## config.mk

```make
export PLATFORM = sky130hd
export DESIGN_NAME = wdt_top
export DESIGN_NICKNAME = d
export VERILOG_FILES = /design/src/design/wdt_pkg.sv /design/src/design/wdt_top.sv /design/src/design/wdt_lfo_div.sv
export VERILOG_INCLUDE_DIRS = /design/src /design/src/design
export SDC_FILE = /design/constraint.sdc
export NUM_CORES = 1
export LEC_CHECK = 0
export BUFFER_PORTS_ARGS = -buffer_cell sky130_fd_sc_hd__buf_2
export CAP_MARGIN = 20
export CORE_AREA = 5 5 118 120
export CTS_CLUSTER_DIAMETER = 40
export CTS_CLUSTER_SIZE = 40
export DETAILED_ROUTE_END_ITERATION = 16
export DIE_AREA = 0 0 123 125
export PLACE_DENSITY_LB_ADDON = 0.2
export SYNTH_ARGS = -nofsm -noshare
export SYNTH_HDL_FRONTEND = slang
export SYNTH_HIERARCHICAL = 1
export SYNTH_SLANG_ARGS = --single-unit
export TNS_END_PERCENT = 50
```

## constraint.sdc

```tcl
create_clock -name clk_sys_in -period 4.7 [get_ports clk_sys_in]
set_input_delay 0.235 -clock clk_sys_in [delete_from_list [all_inputs] [get_ports clk_sys_in]]
set_output_delay 0.235 -clock clk_sys_in [all_outputs]
set_load 0.005 [all_outputs]
```

## src/design/wdt_consts.svh

```systemverilog
// constants for the watchdog timer block
`ifndef WDT_CONSTS_SVH
`define WDT_CONSTS_SVH
`define WDT_ADDR_CONTROL     4'h0
`define WDT_ADDR_STATUS      4'h1
`define WDT_ADDR_IRQ_STAT    4'h2
`define WDT_ADDR_IRQ_MASK    4'h3
`define WDT_ADDR_COUNT0      4'h4
`define WDT_ADDR_COUNT1      4'h5
`define WDT_ADDR_COUNT2      4'h6
`define WDT_CTL_EN_BIT       0
`define WDT_CTL_PS_LSB       1
`define WDT_CTL_PS_MSB       5
`define WDT_PS_RESET         5'h0B
`define WDT_PS_MAX           5'h12
`define WDT_PS_BASE_EXP      5
`define WDT_MODE_ALWAYS_ON   2'h3
`define WDT_MODE_AWAKE_ONLY  2'h2
`define WDT_MODE_SOFTWARE    2'h1
`define WDT_MODE_OFF         2'h0
`define WDT_IRQ_RESET_BIT    0
`define WDT_IRQ_WAKE_BIT     1
`define WDT_CLK_HZ           100000000
`define WDT_LFO_HZ           31000
`define WDT_LFO_DIV          ((`WDT_CLK_HZ) / (`WDT_LFO_HZ))
`endif

```

## src/design/wdt_pkg.sv

```systemverilog
// types shared by the watchdog timer block
`default_nettype none
package wdt_pkg;
	typedef struct packed {
		logic [3:0] addr;
		logic [7:0] wdata;
		logic       wr;
		logic       rd;
	} wdt_bus_req_t;
	typedef struct packed {
		logic sleep;
		logic sleep_enter;
		logic wake_irq;
		logic osc_fail;
		logic ost_running;
		logic clear_instr;
	} wdt_sys_t;
	typedef enum logic [1:0] {
		WDT_ST_IDLE  = 2'b00,
		WDT_ST_COUNT = 2'b01,
		WDT_ST_FIRE  = 2'b11
	} wdt_state_t;
endpackage
`default_nettype wire

```

## src/design/wdt_top.sv

```systemverilog
// watchdog timer with control register, sleep handling and status flags
//
// Added by the designer: the register offsets and the address-and-strobe port.
`default_nettype none
`include "wdt_consts.svh"
module wdt_top
	import wdt_pkg::*;
(
	input  wire logic               clk_sys_in,
	input  wire logic               sys_rst_in,
	input  wire logic [1:0]         watchdog_mode_cfg_in,
	input  wire wdt_pkg::wdt_sys_t  sys_in,
	input  wire wdt_pkg::wdt_bus_req_t bus_in,
	output logic [7:0]              rdata_out,
	output logic                    sys_reset_req_out,
	output logic                    wake_req_out,
	output logic                    timeout_flag_n_out,
	output logic                    powerdown_flag_n_out,
	output logic                    irq_out
);
	import wdt_pkg::*;

	logic [1:0]  mode_cfg;
	logic [4:0]  period_select;
	logic        sw_enable_bit;
	logic [22:0] count;
	logic        lfo_tick;
	logic        active;
	logic        clear_now;
	logic        hit;
	logic        timeout_awake;
	logic        timeout_sleep;
	logic        sleep_q;
	logic [1:0]  irq_stat;
	logic [1:0]  irq_mask;
	logic [1:0]  next_irq_stat;
	logic        wr_ctl;
	wdt_state_t  state;
	wdt_state_t  next_state;

	// effective exponent of the prescale ratio
	function automatic logic [4:0] ratio_exp(input logic [4:0] ps);
		if (ps > 5'(`WDT_PS_MAX)) begin
			ratio_exp = 5'(`WDT_PS_BASE_EXP);
		end else begin
			ratio_exp = ps + 5'(`WDT_PS_BASE_EXP);
		end
	endfunction

	// last count value before the time-out, i.e. 2^exp - 1
	function automatic logic [22:0] terminal(input logic [4:0] ps);
		logic [23:0] one_hot;
		one_hot = 24'h00_0001 << ratio_exp(ps);
		terminal = 23'(one_hot - 24'h00_0001);
	endfunction

	wdt_lfo_div u_lfo (
		.clk_sys_in (clk_sys_in),
		.sys_rst_in (sys_rst_in),
		.tick_out   (lfo_tick)
	);

	// config word sampled in the reset cycle, never through the bus
	always_ff @(posedge clk_sys_in) begin
		if (sys_rst_in) begin
			mode_cfg <= watchdog_mode_cfg_in;
		end
	end

	always_comb begin
		case (mode_cfg)
			`WDT_MODE_ALWAYS_ON:  active = 1'b1;
			`WDT_MODE_AWAKE_ONLY: active = !sys_in.sleep;
			`WDT_MODE_SOFTWARE:   active = sw_enable_bit;
			`WDT_MODE_OFF:        active = 1'b0;
			default:              active = 1'b0;
		endcase
	end

	assign wr_ctl = bus_in.wr && bus_in.addr == `WDT_ADDR_CONTROL;

	always_ff @(posedge clk_sys_in) begin
		if (sys_rst_in) begin
			period_select <= 5'(`WDT_PS_RESET);
			sw_enable_bit <= 1'b0;
		end else if (wr_ctl) begin
			period_select <= bus_in.wdata[`WDT_CTL_PS_MSB:`WDT_CTL_PS_LSB];
			sw_enable_bit <= bus_in.wdata[`WDT_CTL_EN_BIT];
		end
	end

	always_ff @(posedge clk_sys_in) begin
		if (sys_rst_in) begin
			sleep_q <= 1'b0;
		end else begin
			sleep_q <= sys_in.sleep;
		end
	end

	// sleep exit is the falling edge of the sleep level
	assign clear_now = sys_in.clear_instr || sys_in.sleep_enter
		|| sys_in.wake_irq || sys_in.osc_fail || !active
		|| sys_in.ost_running || (sleep_q && !sys_in.sleep)
		|| state == WDT_ST_FIRE;

	assign hit = lfo_tick && count == terminal(period_select);

	// only the lfo tick advances the count, cpu clock changes do not
	always_ff @(posedge clk_sys_in) begin
		if (sys_rst_in || clear_now) begin
			count <= 23'h00_0000;
		end else if (lfo_tick) begin
			count <= count + 23'h00_0001;
		end
	end

	always_comb begin
		case (state)
			WDT_ST_IDLE:  next_state = active ? WDT_ST_COUNT : WDT_ST_IDLE;
			WDT_ST_COUNT: begin
				if (!active) begin
					next_state = WDT_ST_IDLE;
				end else if (hit && !clear_now) begin
					next_state = WDT_ST_FIRE;
				end else begin
					next_state = WDT_ST_COUNT;
				end
			end
			WDT_ST_FIRE:  next_state = active ? WDT_ST_COUNT : WDT_ST_IDLE;
			default:      next_state = WDT_ST_IDLE;
		endcase
	end

	always_ff @(posedge clk_sys_in) begin
		if (sys_rst_in) begin
			state <= WDT_ST_IDLE;
		end else begin
			state <= next_state;
		end
	end

	assign timeout_awake = state == WDT_ST_COUNT && next_state == WDT_ST_FIRE
		&& !sys_in.sleep;
	assign timeout_sleep = state == WDT_ST_COUNT && next_state == WDT_ST_FIRE
		&& sys_in.sleep;

	// one-cycle pulses registered from the detection cycle
	always_ff @(posedge clk_sys_in) begin
		if (sys_rst_in) begin
			sys_reset_req_out <= 1'b0;
			wake_req_out      <= 1'b0;
		end else begin
			sys_reset_req_out <= timeout_awake;
			wake_req_out      <= timeout_sleep;
		end
	end

	// active-low flags: a sleep time-out drives both low, a clear
	// instruction or the block's own reset drives both high again
	always_ff @(posedge clk_sys_in) begin
		if (sys_rst_in) begin
			timeout_flag_n_out   <= 1'b1;
			powerdown_flag_n_out <= 1'b1;
		end else if (timeout_sleep) begin
			timeout_flag_n_out   <= 1'b0;
			powerdown_flag_n_out <= 1'b0;
		end else if (sys_in.clear_instr) begin
			timeout_flag_n_out   <= 1'b1;
			powerdown_flag_n_out <= 1'b1;
		end else if (sys_in.sleep_enter) begin
			powerdown_flag_n_out <= 1'b0;
		end
	end

	// write-one-to-clear, a new event in the same cycle wins
	always_comb begin
		next_irq_stat = irq_stat;
		if (bus_in.wr && bus_in.addr == `WDT_ADDR_IRQ_STAT) begin
			next_irq_stat = irq_stat & ~bus_in.wdata[1:0];
		end
		if (timeout_awake) begin
			next_irq_stat[`WDT_IRQ_RESET_BIT] = 1'b1;
		end
		if (timeout_sleep) begin
			next_irq_stat[`WDT_IRQ_WAKE_BIT] = 1'b1;
		end
	end

	always_ff @(posedge clk_sys_in) begin
		if (sys_rst_in) begin
			irq_stat <= 2'h0;
		end else begin
			irq_stat <= next_irq_stat;
		end
	end

	always_ff @(posedge clk_sys_in) begin
		if (sys_rst_in) begin
			irq_mask <= 2'h0;
		end else if (bus_in.wr && bus_in.addr == `WDT_ADDR_IRQ_MASK) begin
			irq_mask <= bus_in.wdata[1:0];
		end
	end

	assign irq_out = |(irq_stat & irq_mask);

	// read data valid the cycle after the strobe, zero otherwise
	always_ff @(posedge clk_sys_in) begin
		if (sys_rst_in || !bus_in.rd) begin
			rdata_out <= 8'h00;
		end else begin
			case (bus_in.addr)
				`WDT_ADDR_CONTROL:
					rdata_out <= {2'b00, period_select, sw_enable_bit};
				`WDT_ADDR_STATUS:
					rdata_out <= {3'b000, active, mode_cfg, state};
				`WDT_ADDR_IRQ_STAT: rdata_out <= {6'h00, irq_stat};
				`WDT_ADDR_IRQ_MASK: rdata_out <= {6'h00, irq_mask};
				`WDT_ADDR_COUNT0:   rdata_out <= count[7:0];
				`WDT_ADDR_COUNT1:   rdata_out <= count[15:8];
				`WDT_ADDR_COUNT2:   rdata_out <= {1'b0, count[22:16]};
				default:            rdata_out <= 8'h00;
			endcase
		end
	end
endmodule
`default_nettype wire

```

## src/design/wdt_lfo_div.sv

```systemverilog
// divider that stands in for the low-frequency oscillator tick
`default_nettype none
`include "wdt_consts.svh"
module wdt_lfo_div (
	input  wire logic clk_sys_in,
	input  wire logic sys_rst_in,
	output logic      tick_out
);
	logic [11:0] cnt;

	// free running; clock switches of the cpu never reach this divider
	always_ff @(posedge clk_sys_in) begin
		if (sys_rst_in || cnt == 12'(`WDT_LFO_DIV - 1)) begin
			cnt <= 12'h000;
		end else begin
			cnt <= cnt + 12'h001;
		end
	end

	always_ff @(posedge clk_sys_in) begin
		if (sys_rst_in) begin
			tick_out <= 1'b0;
		end else begin
			tick_out <= (cnt == 12'(`WDT_LFO_DIV - 1));
		end
	end
endmodule
`default_nettype wire

```

==> key figures <==
Cells and area
  • Non-Filler Instances: 749
  • # nets final: between 600 and 700
  • Util after Layout: 0.3831
  • Commonest non-fill, non-tap cells in the layout: nor2_1, dfxtp_1, a21oi_1
  • Design Area, Final: 4932 sq um
  • Share of cells above drive strength 1: 0.1379
  • N_diodes: 0
  • Synth-to-layout area growth: 13.93%
  • Most common cell after layout, fill and taps aside: nor2_1

Worst hold path
  • Worst Hold Class: in -> reg
  • Worst Hold Path EP: mode_cfg[0]
  • HP Start: watchdog_mode_cfg_in[0]
  • Worst hold path stage count: 1

CTS
  • Post_cts resized: 0
  • Inserted Clock Buffers: 9
  • Post-CTS Setup Inserts: 0
  • Clock slew at reported path FFs: 50 ps
  • CTS sink count: 63
  • Clk root buf: clkbuf_16
  • Clk_lat worst skew: 330 ps
  • CTS tree: yes
  • H-tree depth: 3
  • Clock Tree Buf Depth: 2
  • Cts-stage hold buffer count: 0

Placement
  • Placed Area: between 4000 and 5000 sq um
  • Routability congestion estimate: 0.9800
  • Placed cell count: between 700 and 800
  • # port buffers: 34
  • Placed wire-length estimate: around 9900 um

Routing
  • Vias: 4216
  • Initial DRC count: 393
  • Drt drc: 0
  • Final ANT Viol Nets: 0
  • Via-to-Cell Ratio: about 5.6
  • Drt pass-1 iters: 5
  • DR WL/cell: 17.44 um
  • DRT Wirelength: 13060 um

Synthesis
  • Post-synth top area cell: dfxtp_1
  • Top FF cell, synth: dfxtp_1
  • Netlist Area Pre-Place: 4329 sq um
  • FF+latch count, synth: 63
  • Asr flop ratio synth: 0
  • Seq/Total Area, Yosys: 0.2960
  • Post-Syn Nets: 582
  • Synth top area share: 0.2821
  • Yosys cell types: 76
  • Post-synth EDFFs: 2
  • Yosys warnings: 6
  • Synth area leaders: dfxtp_1, nor2_1, xor2_1, mux2i_1, a21oi_1
  • Cell count after synthesis: between 500 and 600
  • Syn Area/Cell: 7.886 sq um

Setup path
  • Worst Path Arrival: 4200 ps
  • RR Startpoint: period_select[0]
  • Kind of end point of the critical path: register
  • Max FO, Critical Path: 13
  • Crit Reg-Reg Endpoint: timeout_flag_n_out
  • CP Class: reg -> reg
  • Register-to-register setup slack: 710 ps
  • Worst R2R Path Depth: 16
  • Critical Path RT: 4900 ps
  • CP Launch Type: register

Timing
  • Period minus WS final: ~4000 ps
  • Final Hold Fails: 0
  • Worst Tran Pin Value: 880.7 ps
  • FMAX: 0.2505 GHz
  • Setup TNS: 0 ps
  • Max_slew headroom: 0.4093
  • Final setup skew: 7.778 ps
  • Crit share post-route: 0.8493
  • Final count of pins violating max slew: 0
  • Worst hold slack: 79.11 ps
  • Setup violators final: 0
  • RSZ-0062 raised after global routing: false

Status
  • Status: complete, no violations

Floorplanning
  • Die Height: 125 um
  • Die X: 123 um
  • Row count: 42
  • Die area: 15380 sq um
  • Top-Level Pins: 37
  • Initial core utilization: 0.3362
  • Core Region: ~13000 sq um

Pwr
  • Maximum VDD drop: 0.2626 mV
  • Static leakage: 0.001734 uW
  • PD cells: 279.0 nW/um^2

GRT
  • GRT overflow: 0
  • Initial antenna violation count: 1
  • Largest net degree at the start of global routing: 24
  • First-pass GRT wire length: 20730 um
  • GRT Total Usage: 0.1710
  • Vias in the first global route: between 3000 and 4000

Job
  • # Max-Cap Violations: 0
==> through the flow <==
| stage | worst slack (ps) | power [uW] |
|---|---|---|
| after floorplan | 859.0 | 670.5 |
| after global placement | 772.9 | 719.0 |
| after detailed placement | 705.2 | 720.0 |
| after CTS | 708.4 | 1393 |
| after global routing | 356.5 | 1437 |
| final | 708.1 | 1376 |
==> layout make-up <==
class | instances | area [sq um]
Tap cell | 176 | 220.2
Clock buffer | 12 | 246.5
Inverter | 18 | 67.56
Multi-Input combinational cell | 436 | 2846
Sequential cell | 63 | 1281
Timing Repair Buffer | 40 | 215.2
Clock inverter | 4 | 55.05
Fill cell | 1321 | 7943
==> flip-flops by register name (all words and copies together) (netlist names) <==
register and count:
powerdown_flag_n_out 1, state 2, sys_reset_req_out 1, sw_enable_bit 1
u_lfo/tick_out 1, period_select 5, wake_req_out 1, sleep_q 1
rdata_out 8, irq_mask 2, mode_cfg 2, irq_stat 2
count 23, u_lfo/cnt 12, timeout_flag_n_out 1
==> Yosys cell counts (6+ instances only) <==
cell type and instances:
nor3_1 16, or4_1 6, a21oi_1 35, dfxtp_1 61, xnor2_1 11, nand4_1 12, mux2i_1 19, or3_1 12
o211ai_1 13, nor4_1 7, nand3_1 25, clkbuf_1 21, xor2_1 23, ha_1 9, inv_1 17, nor2b_1 8
and3_1 7, a31oi_1 6, nor2_1 64, o21ai_0 26, nand2_1 34, nand2b_1 8
==> worst max-delay path by stage <==
| stage | start | endpoint | slack [ps] |
|---|---|---|---|
| after global placement | period_select[0] | timeout_flag_n_out | 770 |
| after detailed placement | period_select[0] | powerdown_flag_n_out | 710 |
| after global routing | period_select[0] | powerdown_flag_n_out | 360 |
| after floorplan | period_select[0] | powerdown_flag_n_out | 860 |
| after CTS | period_select[0] | timeout_flag_n_out | 710 |
| final | period_select[0] | timeout_flag_n_out | 710 |
==> worst max-delay path, stage by stage, from the launching register on <==
cell	delay, ps
dfxtp_1	320
buf_4	200
ha_1	220
or2_2	320
a32oi_2	410
o21ai_1	180
nor2_1	170
nand2_1	70
ha_1	310
xor2_1	140
nand3_1	90
or3_4	370
a2111oi_4	210
o221ai_2	150
a2111oi_2	330
and4_1	300
a21oi_1	80
==> layer usage <==
| layer | wire length (um) | global-route usage | share of wire | vias to the layer above |
|---|---|---|---|---|
| met5 | 7 | 0 | 0.00054 | - |
| met4 | 353 | 0.05863 | 0.027 | 2 |
| met3 | 824 | 0.04426 | 0.063 | 26 |
| met2 | 5982 | 0.2686 | 0.46 | 126 |
| met1 | 5895 | 0.2270 | 0.45 | 2003 |
| li1 | - | - | - | 2059 |
==> logic make-up (layout without fill, tap and decap cells) <==
family	count (synthesis)	in the layout	synth area share
AND/OR/NAND/NOR	234	234	0.2879
adder cells (fa/ha/maj)	9	9	0.02601
multiplexers	21	21	0.04913
XOR/XNOR	34	34	0.06878
buffers and inverters	50	74	0.04653
AO/OA/AOI/OAI	138	138	0.2257
flip-flops	63	63	0.2960
==> where the power goes <==
group	internal, uW	switching [uW]	leakage, uW
sequential	544	7.92	0.000512
clock	427	238	0.000143
combinational	57.6	102	0.00108
Power figures use the tool's default switching activity.
